$ cat src/pkg/serial_pkg.sv
// Shared constants and types for the serial channel buffer and timing block
`default_nettype none
package serial_pkg;
    // Register byte addresses
    localparam logic [4:0]  CTRL_ADDR  = 5'h00;
    localparam logic [4:0]  STAT_ADDR  = 5'h04;
    localparam logic [4:0]  TXD_ADDR   = 5'h08;
    localparam logic [4:0]  RXD_ADDR   = 5'h0c;
    localparam logic [4:0]  DIV_ADDR   = 5'h10;
    // Reset values
    localparam logic [9:0]  CTRL_RESET = 10'h000;
    localparam logic [15:0] DIV_RESET  = 16'h0010;
    // Control field positions; bits 1:0 hold the mode
    localparam int F_DBE   = 2;
    localparam int F_STOPS = 3;
    localparam int F_RXON  = 4;
    localparam int F_PE    = 5;
    localparam int F_EVEN  = 6;
    localparam int F_EXT   = 7;
    localparam int F_FALL  = 8;
    localparam int F_MSB   = 9;
    // Status field positions
    localparam int S_TXRUN   = 0;
    localparam int S_RXFULL  = 1;
    localparam int S_TXEMPTY = 2;
    localparam int S_OERR    = 3;
    localparam int S_PERR    = 4;
    localparam int S_FERR    = 5;
    // Modes and frame lengths
    localparam logic [1:0] MODE_SHIFT = 2'h0;
    localparam logic [1:0] MODE_7     = 2'h1;
    localparam logic [1:0] MODE_8     = 2'h2;
    localparam logic [1:0] MODE_9     = 2'h3;
    localparam logic [3:0] BITS_7     = 4'h7;
    localparam logic [3:0] BITS_8     = 4'h8;
    localparam logic [3:0] BITS_9     = 4'h9;
    localparam logic [3:0] SHIFT_BITS = BITS_8;
    typedef enum logic [1:0] {
        TX_IDLE  = 2'b00,
        TX_START = 2'b01,
        TX_DATA  = 2'b10,
        TX_STOP  = 2'b11
    } tx_state_type;
    typedef enum logic [1:0] {
        RX_IDLE  = 2'b00,
        RX_START = 2'b01,
        RX_DATA  = 2'b10,
        RX_STOP  = 2'b11
    } rx_state_type;
endpackage
`default_nettype wire

$ cat src/serial_channel.sv
// Serial channel: async and shift modes with buffer status flags and event timing
//
// Functional notes
// RULE1: Async transmit sends one or two stop bits per stop_length_select.
// RULE2: Async receive always checks a single stop bit only.
// RULE3: Double buffered: rx_holding_full sets when a frame reaches the holding buffer.
// RULE4: Reading the receive buffer clears rx_holding_full.
// RULE5: Without double buffering rx_holding_full has no meaning.
// RULE6: Double buffered: tx_holding_empty sets when holding data enters the shifter.
// RULE7: Any write to the transmit buffer clears tx_holding_empty.
// RULE8: Without double buffering tx_holding_empty has no meaning.
// RULE9: Tx single or double per enable; rx double except internal-clock shift.
// RULE10: Async receive event at the middle of the first stop bit.
// RULE11: Async framing and overrun errors flagged at the stop bit middle.
// RULE12: Parity mismatch flagged at the parity bit middle; nine-bit has none.
// RULE13: Async, single buffered: transmit event just before the stop bit.
// RULE14: Async, double buffered: transmit event when data enters the shifter.
// RULE15: Shift, single buffered: rx, tx events and overrun at last shift edge.
// RULE16: Internal-clock shift, double buffered: receive event after holding read.
// RULE17: Shift, double buffered: receive event when last edge fills holding buffer.
// RULE18: Shift, double buffered: tx event at last edge and on shifter load.
// RULE19: External-clock shift: underrun on next active edge without new data; the code flags it only when double buffered.
// RULE20: Software leaves control alone while transferring or receive is enabled.
// RULE21: Software keeps receive_enable set while a frame is arriving.
//
// The register offsets and the strobed register port were decided locally.
`timescale 1ns/1ps
`default_nettype none
module serial_channel
    import serial_pkg::*;
(
    input  wire logic        clock_i,
    input  wire logic        sys_rst_i,
    input  wire logic [4:0]  addr_i,
    input  wire logic [15:0] wdata_i,
    input  wire logic        wr_i,
    input  wire logic        rd_i,
    output logic      [15:0] rdata_o,
    input  wire logic        rxd_i,
    output logic             txd_o,
    input  wire logic        sclk_i,
    output logic             sclk_o,
    output logic             sclk_oe_n_o,
    output logic             rx_int_o,
    output logic             tx_int_o
);

    // Parity bit over a data word
    function automatic logic calc_par(input logic [8:0] d, input logic ev);
        calc_par = ev ? ^d : ~^d;
    endfunction

    logic [9:0]   ctrl_reg;
    logic [15:0]  div_reg;
    logic         rxd_m, rxd_s, sclk_m, sclk_s, sclk_d;
    logic [1:0]   mode;
    logic         shift_mode, dbe, ext, par_on, receive_enable, msb;
    logic [3:0]   nbits, dbits;
    logic [8:0]   dmask;
    logic         wr_ctrl, wr_div, tx_wr, rxd_rd, st_rd;
    logic [15:0]  stat_word;
    // Shift clock engine
    logic [15:0]  sh_cnt;
    logic         sclk_reg, int_run, int_tick, act_edge, word_done;
    logic [3:0]   sh_bit;
    logic         und_armed, und_event;
    // Transmit path
    tx_state_type tx_state;
    logic [8:0]   tx_hold_reg, tx_data;
    logic [9:0]   tx_sh_reg, tx_frame;
    logic [15:0]  tx_cnt;
    logic [3:0]   tx_left;
    logic         tx_empty_reg, tx_loaded, tx_stop2, tx_tick;
    logic         tx_xfer, tx_load, tx_int_next;
    // Receive path
    rx_state_type rx_state;
    logic [15:0]  rx_cnt;
    logic [3:0]   rx_left;
    logic [8:0]   rx_sh, rx_hold_reg, rx_pend_data, rx_word;
    logic         rx_tick, rx_full_reg, rx_pend_reg, rx_stop_tick, par_tick;
    logic         rx_done, stall, rx_move;
    logic         oerr_reg, perr_reg, ferr_reg;

    // Control field decode
    assign mode       = ctrl_reg[1:0];
    assign shift_mode = (mode == MODE_SHIFT);
    assign dbe        = ctrl_reg[F_DBE];
    assign ext        = ctrl_reg[F_EXT];
    assign receive_enable        = ctrl_reg[F_RXON];
    assign msb        = ctrl_reg[F_MSB] && shift_mode;
    assign par_on     = ctrl_reg[F_PE] && (mode == MODE_7 || mode == MODE_8);
    assign dbits      = (mode == MODE_7) ? BITS_7 : (mode == MODE_9) ? BITS_9 : BITS_8;
    assign nbits      = dbits + {3'h0, par_on};
    assign dmask      = 9'h1ff >> (BITS_9 - dbits);

    // Register strobes
    assign wr_ctrl = wr_i && addr_i == CTRL_ADDR;
    assign wr_div  = wr_i && addr_i == DIV_ADDR;
    assign tx_wr   = wr_i && addr_i == TXD_ADDR;
    assign rxd_rd  = rd_i && addr_i == RXD_ADDR;
    assign st_rd   = rd_i && addr_i == STAT_ADDR;

    // Software settings; a zero divisor is not guarded and the bit timers wrap to a 65536-cycle bit time
    always_ff @(posedge clock_i) begin
        if (sys_rst_i) begin
            ctrl_reg <= CTRL_RESET;
            div_reg  <= DIV_RESET;
        end else begin
            if (wr_ctrl) ctrl_reg <= wdata_i[9:0];
            if (wr_div) div_reg <= wdata_i;
        end
    end

    // Status word
    always_comb begin
        stat_word            = 16'h0000;
        stat_word[S_TXRUN]   = tx_loaded;
        stat_word[S_RXFULL]  = rx_full_reg;
        stat_word[S_TXEMPTY] = tx_empty_reg;
        stat_word[S_OERR]    = oerr_reg;
        stat_word[S_PERR]    = perr_reg;
        stat_word[S_FERR]    = ferr_reg;
    end

    // Read data one cycle after the strobe, zero otherwise
    always_ff @(posedge clock_i) begin
        if (sys_rst_i || !rd_i) begin
            rdata_o <= 16'h0000;
        end else begin
            case (addr_i)
                CTRL_ADDR: rdata_o <= {6'h00, ctrl_reg};
                STAT_ADDR: rdata_o <= stat_word;
                RXD_ADDR:  rdata_o <= {7'h00, rx_hold_reg};
                DIV_ADDR:  rdata_o <= div_reg;
                default:   rdata_o <= 16'h0000;
            endcase
        end
    end

    // Pin synchronisers; idle line levels are high
    always_ff @(posedge clock_i) begin
        if (sys_rst_i) begin
            rxd_m  <= 1'b1;
            rxd_s  <= 1'b1;
            sclk_m <= 1'b1;
            sclk_s <= 1'b1;
            sclk_d <= 1'b1;
        end else begin
            rxd_m  <= rxd_i;
            rxd_s  <= rxd_m;
            sclk_m <= sclk_i;
            sclk_s <= sclk_m;
            sclk_d <= sclk_s;
        end
    end

    // Internal shift clock halts while a word waits for the holding buffer
    assign int_run  = shift_mode && !ext && (tx_loaded || receive_enable) && !rx_pend_reg; // RULE16 RULE21
    assign int_tick = (sh_cnt == 16'h0001);
    always_ff @(posedge clock_i) begin
        if (sys_rst_i) begin
            sh_cnt   <= 16'h0000;
            sclk_reg <= 1'b1;
        end else if (!int_run) begin
            sh_cnt   <= div_reg;
            sclk_reg <= 1'b1;
        end else if (int_tick) begin
            sh_cnt   <= div_reg;
            sclk_reg <= ~sclk_reg;
        end else begin
            sh_cnt <= sh_cnt - 16'h0001;
        end
    end
    assign sclk_o      = sclk_reg;
    assign sclk_oe_n_o = !(shift_mode && !ext);

    // Active edge: internal rising, or the selected external edge
    always_comb begin
        if (!shift_mode)
            act_edge = 1'b0;
        else if (ext)
            act_edge = (receive_enable || tx_loaded) &&
                       (ctrl_reg[F_FALL] ? (!sclk_s && sclk_d) : (sclk_s && !sclk_d)); // RULE15
        else
            act_edge = int_run && int_tick && !sclk_reg; // RULE15
    end
    assign word_done = act_edge && sh_bit == SHIFT_BITS - 4'h1;

    always_ff @(posedge clock_i) begin
        if (sys_rst_i || !shift_mode)
            sh_bit <= 4'h0;
        else if (act_edge)
            sh_bit <= word_done ? 4'h0 : sh_bit + 4'h1;
    end

    // Underrun watch: a finished word arms it, the next edge checks for data
    assign und_event = ext && dbe && act_edge && und_armed && !tx_loaded; // RULE19
    always_ff @(posedge clock_i) begin
        if (sys_rst_i)
            und_armed <= 1'b0;
        else if (act_edge)
            und_armed <= word_done && tx_loaded;
    end

    // Holding to shifter move; single buffered writes while busy are dropped
    assign tx_xfer = dbe && !tx_empty_reg && !tx_loaded; // RULE6 RULE9
    assign tx_load = tx_xfer || (!dbe && tx_wr && !tx_loaded); // RULE9
    assign tx_data = tx_xfer ? tx_hold_reg : wdata_i[8:0];

    // Frame word with parity placed just above the data bits
    always_comb begin
        tx_frame = {1'b0, tx_data & dmask};
        if (par_on)
            tx_frame[dbits] = calc_par(tx_data & dmask, ctrl_reg[F_EVEN]);
    end

    // Transmit holding buffer and its empty flag; a same-cycle write refills it
    always_ff @(posedge clock_i) begin
        if (sys_rst_i) begin
            tx_hold_reg  <= 9'h000;
            tx_empty_reg <= 1'b1;
        end else begin
            if (tx_wr && dbe) tx_hold_reg <= wdata_i[8:0];
            if (tx_wr)
                tx_empty_reg <= 1'b0; // RULE7 RULE8
            else if (tx_xfer || !dbe)
                tx_empty_reg <= 1'b1; // RULE6
        end
    end

    // Transmit sequencer for both async frames and shift words
    assign tx_tick = (tx_cnt == 16'h0001);
    always_ff @(posedge clock_i) begin
        if (sys_rst_i) begin
            tx_state  <= TX_IDLE;
            txd_o     <= 1'b1;
            tx_cnt    <= 16'h0000;
            tx_left   <= 4'h0;
            tx_sh_reg <= 10'h000;
            tx_loaded <= 1'b0;
            tx_stop2  <= 1'b0;
        end else begin
            tx_cnt <= tx_cnt - 16'h0001;
            unique case (tx_state)
                TX_IDLE: begin
                    if (tx_load) begin
                        tx_sh_reg <= tx_frame;
                        tx_loaded <= 1'b1;
                        tx_left   <= nbits;
                        tx_cnt    <= div_reg;
                        tx_state  <= shift_mode ? TX_DATA : TX_START;
                        txd_o     <= shift_mode ? (msb ? tx_frame[7] : tx_frame[0]) : 1'b0;
                    end
                end
                TX_START: begin
                    if (tx_tick) begin
                        tx_state <= TX_DATA;
                        txd_o    <= tx_sh_reg[0];
                        tx_cnt   <= div_reg;
                    end
                end
                TX_DATA: begin
                    if (shift_mode ? act_edge : tx_tick) begin
                        tx_cnt  <= div_reg;
                        tx_left <= tx_left - 4'h1;
                        if (tx_left == 4'h1) begin
                            tx_state  <= shift_mode ? TX_IDLE : TX_STOP;
                            tx_loaded <= !shift_mode;
                            tx_stop2  <= ctrl_reg[F_STOPS]; // RULE1
                            txd_o     <= 1'b1;
                        end else if (msb) begin
                            tx_sh_reg <= {tx_sh_reg[8:0], 1'b0};
                            txd_o     <= tx_sh_reg[6];
                        end else begin
                            tx_sh_reg <= {1'b0, tx_sh_reg[9:1]};
                            txd_o     <= tx_sh_reg[1];
                        end
                    end
                end
                TX_STOP: begin
                    if (tx_tick) begin
                        tx_cnt <= div_reg;
                        if (tx_stop2) begin
                            tx_stop2 <= 1'b0; // RULE1
                        end else begin
                            tx_state  <= TX_IDLE;
                            tx_loaded <= 1'b0;
                        end
                    end
                end
            endcase
        end
    end

    // Transmit events
    assign tx_int_next = tx_xfer || // RULE14 RULE18
        (!shift_mode && !dbe && tx_state == TX_DATA && tx_tick && tx_left == 4'h1) || // RULE13
        (shift_mode && tx_state == TX_DATA && act_edge && tx_left == 4'h1); // RULE15 RULE18

    // Async receiver; shift mode samples on active edges while idle here
    assign rx_tick = (rx_cnt == 16'h0001);
    always_ff @(posedge clock_i) begin
        if (sys_rst_i) begin
            rx_state <= RX_IDLE;
            rx_cnt   <= 16'h0000;
            rx_left  <= 4'h0;
            rx_sh    <= 9'h000;
        end else begin
            rx_cnt <= rx_cnt - 16'h0001;
            unique case (rx_state)
                RX_IDLE: begin
                    if (act_edge)
                        rx_sh <= msb ? {rx_sh[7:0], rxd_s} : {rxd_s, rx_sh[8:1]};
                    else if (!shift_mode && receive_enable && !rxd_s) begin
                        rx_state <= RX_START;
                        rx_cnt   <= {1'b0, div_reg[15:1]};
                        rx_sh    <= 9'h000;
                        rx_left  <= nbits;
                    end
                end
                RX_START: begin
                    if (rx_tick) begin
                        rx_state <= rxd_s ? RX_IDLE : RX_DATA;
                        rx_cnt   <= div_reg;
                    end
                end
                RX_DATA: begin
                    if (rx_tick) begin
                        rx_sh   <= {rxd_s, rx_sh[8:1]};
                        rx_cnt  <= div_reg;
                        rx_left <= rx_left - 4'h1;
                        if (rx_left == 4'h1) rx_state <= RX_STOP;
                    end
                end
                RX_STOP: begin
                    if (rx_tick) rx_state <= RX_IDLE; // RULE2
                end
            endcase
        end
    end

    // Completion events and word alignment
    assign rx_stop_tick = rx_state == RX_STOP && rx_tick; // RULE10 RULE11
    assign par_tick     = par_on && rx_state == RX_DATA && rx_tick && rx_left == 4'h1; // RULE12
    assign rx_done      = rx_stop_tick || word_done;
    always_comb begin
        if (shift_mode)
            rx_word = msb ? {1'b0, rx_sh[6:0], rxd_s} : {1'b0, rxd_s, rx_sh[8:2]};
        else
            rx_word = (rx_sh >> (BITS_9 - nbits)) & dmask;
    end
    // Internal clock with double buffering waits rather than overruns
    assign stall   = shift_mode && !ext && dbe && rx_full_reg && !rxd_rd; // RULE9 RULE16
    assign rx_move = (rx_done && !stall) || (rx_pend_reg && rxd_rd); // RULE16 RULE17

    // Holding buffer, its full flag and the parked word
    always_ff @(posedge clock_i) begin
        if (sys_rst_i) begin
            rx_hold_reg  <= 9'h000;
            rx_full_reg  <= 1'b0;
            rx_pend_reg  <= 1'b0;
            rx_pend_data <= 9'h000;
        end else begin
            if (rx_move) rx_hold_reg <= rx_pend_reg ? rx_pend_data : rx_word;
            if (rx_move)
                rx_full_reg <= 1'b1; // RULE3 RULE5
            else if (rxd_rd)
                rx_full_reg <= 1'b0; // RULE4
            if (rx_done && stall) begin
                rx_pend_reg  <= 1'b1;
                rx_pend_data <= rx_word;
            end else if (rxd_rd) begin
                rx_pend_reg <= 1'b0;
            end
        end
    end

    // Error flags: hardware set wins over the clear from a status read
    always_ff @(posedge clock_i) begin
        if (sys_rst_i) begin
            oerr_reg <= 1'b0;
            perr_reg <= 1'b0;
            ferr_reg <= 1'b0;
        end else begin
            if (rx_done && !stall && rx_full_reg && !rxd_rd)
                oerr_reg <= 1'b1; // RULE11 RULE15
            else if (st_rd)
                oerr_reg <= 1'b0;
            if ((par_tick && rxd_s != calc_par(rx_sh, ctrl_reg[F_EVEN])) || und_event)
                perr_reg <= 1'b1; // RULE12 RULE19
            else if (st_rd)
                perr_reg <= 1'b0;
            if (rx_stop_tick && !rxd_s)
                ferr_reg <= 1'b1; // RULE11
            else if (st_rd)
                ferr_reg <= 1'b0;
        end
    end

    // Event pulses, registered
    always_ff @(posedge clock_i) begin
        if (sys_rst_i) begin
            rx_int_o <= 1'b0;
            tx_int_o <= 1'b0;
        end else begin
            rx_int_o <= rx_move; // RULE10 RULE15 RULE17
            tx_int_o <= tx_int_next;
        end
    end
endmodule
`default_nettype wire

$ cat config.mk
export PLATFORM = sky130hd
export DESIGN_NAME = serial_channel
export DESIGN_NICKNAME = d
export VERILOG_FILES = /design/src/pkg/serial_pkg.sv /design/src/serial_channel.sv
export SDC_FILE = /design/constraint.sdc
export NUM_CORES = 1
export LEC_CHECK = 0
export BUFFER_PORTS_ARGS = -buffer_cell sky130_fd_sc_hd__clkbuf_2
export CORE_ASPECT_RATIO = 0.7
export CORE_MARGIN = 10
export CORE_UTILIZATION = 40
export DETAILED_ROUTE_END_ITERATION = 10
export GPL_ROUTABILITY_DRIVEN = 0
export HOLD_SLACK_MARGIN = 0.15
export SLEW_MARGIN = 20
export SYNTH_ARGS = -nofsm -noshare
export SYNTH_HDL_FRONTEND = slang
export SYNTH_SLANG_ARGS = --single-unit
$ cat constraint.sdc
create_clock -name clock_i -period 3.2 [get_ports clock_i]
set_input_delay 0.16 -clock clock_i [delete_from_list [all_inputs] [get_ports clock_i]]
set_output_delay 0.16 -clock clock_i [all_outputs]
set_load 0.02 [all_outputs]
==> flow_metrics.env <==
export IMPL_synth_area_leaders="dfxtp_1, mux2i_1, nand2_1, nor2_1, a21oi_1"
export IMPL_synth_flop_cell="dfxtp_1"
export IMPL_drc=0
export IMPL_antenna_left=0
export IMPL_yosysSeqAreaShare_pct=37.0
export IMPL_r2r_cells=12
export IMPL_cp_start_kind="flip-flop"
export IMPL_hp_class="in -> reg"
export IMPL_r2r_end="rx_hold_reg[6]"
export IMPL_portBuffers=47
export IMPL_track_usage_pct=18.2
export IMPL_yosys_area_top_type="dfxtp_1"
export IMPL_timing_fmax_ghz=0.353
export IMPL_wl_per_cell_um=18.8
export IMPL_async_flop_share_pct=0
export IMPL_place_inst=1385
export IMPL_place_ws_ns=0.425
export IMPL_power_mw=6.55
export IMPL_fp_coreArea_um2=22600
export IMPL_grt_pass1_vias=7584
export IMPL_grt_max_degree=71
export IMPL_status="completed"
export IMPL_synth_top_area_share_pct=37.0
export IMPL_wl_um=27100
export IMPL_relSlewSlack_pct=45.6
export IMPL_drt_iter0_drc=853
export IMPL_fin_worst_skew_ns=0.00975
export IMPL_cpMostUsedCell="nor2_1"
export IMPL_critPathLaunch="ctrl_reg[0]"
export IMPL_clockBufferDepth=2
export IMPL_instances_no_fill=1441
export IMPL_ys_ff_latch=170
export IMPL_postCtsSetupBuffers=0
export IMPL_clk_pin_slew_ns=0.07
export IMPL_syn_area_um2=9190
export IMPL_fin_crit_ns=2.84
export IMPL_rsz0062_at_grt="no"
export IMPL_insertion_delay_ns=0.44
export IMPL_finalMaxSlewViolations=0
export IMPL_crit_end="rx_hold_reg[6]"
export IMPL_setup_viol=0
export IMPL_leakagePower_nw=4.02
export IMPL_path_class="reg -> reg"
export IMPL_powerDensity_nw_per_um2=622
export IMPL_crit_chain="inv_1 -> ha_1 -> nand2_1 -> nor2_1 -> ha_1 -> nor2_1 -> o21ai_0 -> a211oi_1 -> a21oi_1 -> o21ai_0 -> mux2i_1 -> nor2_1"
export IMPL_cts_sinks=170
export IMPL_synthAdderAreaFrac_pct=3.68
export IMPL_cts_resized=0
export IMPL_num_rows=46
export IMPL_synth_simple_area_share_pct=20.9
export IMPL_setup_ws_ns=0.364
export IMPL_yosysWarnings=0
export IMPL_fp_dieArea_um2=29500
export IMPL_vias_per_cell=5.59
export IMPL_cts_root_buf="clkbuf_16"
export IMPL_cts_tree="built"
export IMPL_cp_slowest_cell="dfxtp_1"
export IMPL_post_route_util_pct=46.6
export IMPL_cp_end_kind="flip-flop"
export IMPL_firstDrtPassIters=5
export IMPL_worst_slew_pin_slew_ns=0.801
export IMPL_die_w_um=201
export IMPL_r2r_start="ctrl_reg[0]"
export IMPL_synth_top_family_by_area="simple AND/OR/NAND/NOR gates"
export IMPL_worstPathArrival_ns=3.21
export IMPL_fin_crit_sh_pct=88.6
export IMPL_final_layout_size_suffix_gt1_share_pct=13.6
export IMPL_antenna_cells=0
export IMPL_critPathMaxFanout=8
export IMPL_syn_inst=1075
export IMPL_hold_violations=0
export IMPL_yosys_area_share_xor_xnor_pct=5.77
export IMPL_syn2layout_area_growth_pct=14.6
export IMPL_ff2ff_setup_slack_ns=0.36
export IMPL_overflow=0
export IMPL_die_y_um=147
export IMPL_finalNetCount=1170
export IMPL_synth_compound_area_share_pct=19.5
export IMPL_yosysUniqueCellTypes=87
export IMPL_syn_num_nets=1129
export IMPL_ios=48
export IMPL_syn_avg_cell_area_um2=8.55
export IMPL_vias=8054
export IMPL_synthMuxAreaShare_pct=8.61
export IMPL_slowest_delay_ns=0.51
export IMPL_numCtsBuffers=17
export IMPL_start_util_pct=40.6
export IMPL_hpwl_um=19100
export IMPL_cap_violations=0
export IMPL_synth_edf_count=0
export IMPL_setup_tns_ns=0
export IMPL_cts_max_level=4
export IMPL_antenna_found_initial=0
export IMPL_grt_pass1_wl_um=43200
export IMPL_peakVddDrop_v=0.000390
export IMPL_worst_ep_required_time_ns=3.58
## synthesized netlist by cell type, types with 7 or more instances
cell	n
a211oi_1	23
a21oi_1	75
a221oi_1	12
a22oi_1	27
a311oi_1	12
and2_1	16
and3_1	10
buf_2	8
clkbuf_1	52
dfxtp_1	170
ha_1	27
inv_1	28
mux2_2	15
mux2i_1	57
nand2_1	140
nand2b_1	8
nand3_1	18
nor2_1	109
nor2b_1	8
nor3_1	27
nor4_1	9
o21ai_0	31
o2bb2ai_1	14
or2_2	8
or4_1	7
xnor2_1	34
xor2_1	24
## metrics by stage
stage          instance area (um2)  hold WS, ns
2_1_floorplan                 9190        0.264
3_3_place_gp                  9670        0.351
3_5_place_dp                  9670        0.351
4_1_cts                      10500        0.240
5_1_grt                      10500        0.269
6_report                     10500        0.252
## cells by family (layout without fill, tap and decap cells)
group                      after synthesis  count (layout)
AOI/OAI and AO/OA                      250             250
xor gates and xnor gates                59              59
adders and majority gates               27              27
buffers and inverters                   98             152
DFF                                    170             170
muxes                                   75              75
and+or+nand+nor                        396             396
## layout by cell type, fill, tap and decap left out, drive strengths merged, types with 27 or more instances in the layout
master,instances
a21oi,77
a22oi,27
clkbuf,64
dfxtp,170
ha,27
inv,35
mux2i,58
nand2,140
nor2,111
nor3,28
o21ai,32
xnor2,34
## timing repair
action / 4_1_cts / 5_1_grt
hold buffers: 24 / 0
hold endpoints to repair: 42 / 0
setup endpoints to repair: 0 / 0
## power by group
| group | internal [mW] | switching (mW) | leakage, nW |
|---|---|---|---|
| clock network | 1.27 | 0.974 | 0.301 |
| logic | 0.761 | 0.955 | 2.34 |
| registers | 2.34 | 0.252 | 1.38 |
## critical path, delay by kind of cell (launching register included)
kind                       cells  cell delay [ns]
and+or+nand+nor                4             0.80
AOI/OAI and AO/OA              4             0.74
buffers and inverters          1             0.10
adders and majority gates      2             0.52
muxes                          1             0.10
DFF                            1             0.51
## cell type report
cell class              count  area, um2
fillers                  2203      12100
multi-input cells         807       5370
flip-flops and latches    170       3400
repair buffers             92        636
clock buffers              18        439
well taps                 312        390
clock inverters            14        183
inverters                  28        105
## how the worst min path moves through the flow
stage | startpoint | endpoint | slack (ns) | cells past startpoint
6_report | addr_i[3] | rdata_o[3] | 0.25 | 5
5_1_grt | addr_i[3] | rdata_o[3] | 0.27 | 5
4_1_cts | addr_i[3] | rdata_o[3] | 0.24 | 5
3_5_place_dp | sclk_i | sclk_m | 0.35 | 2
3_3_place_gp | sclk_i | sclk_m | 0.35 | 2
2_1_floorplan | rxd_i | rxd_m | 0.26 | 1
## layer usage
metal,vias to the layer above,share of wire [%],global-route usage [%]
li1,3922,-,-
met1,3871,51,27.2
met2,249,41,25.6
met3,12,7.3,4.02
met4,0,0.70,4.04
met5,-,0,0
(Power assumes the default switching activity.)
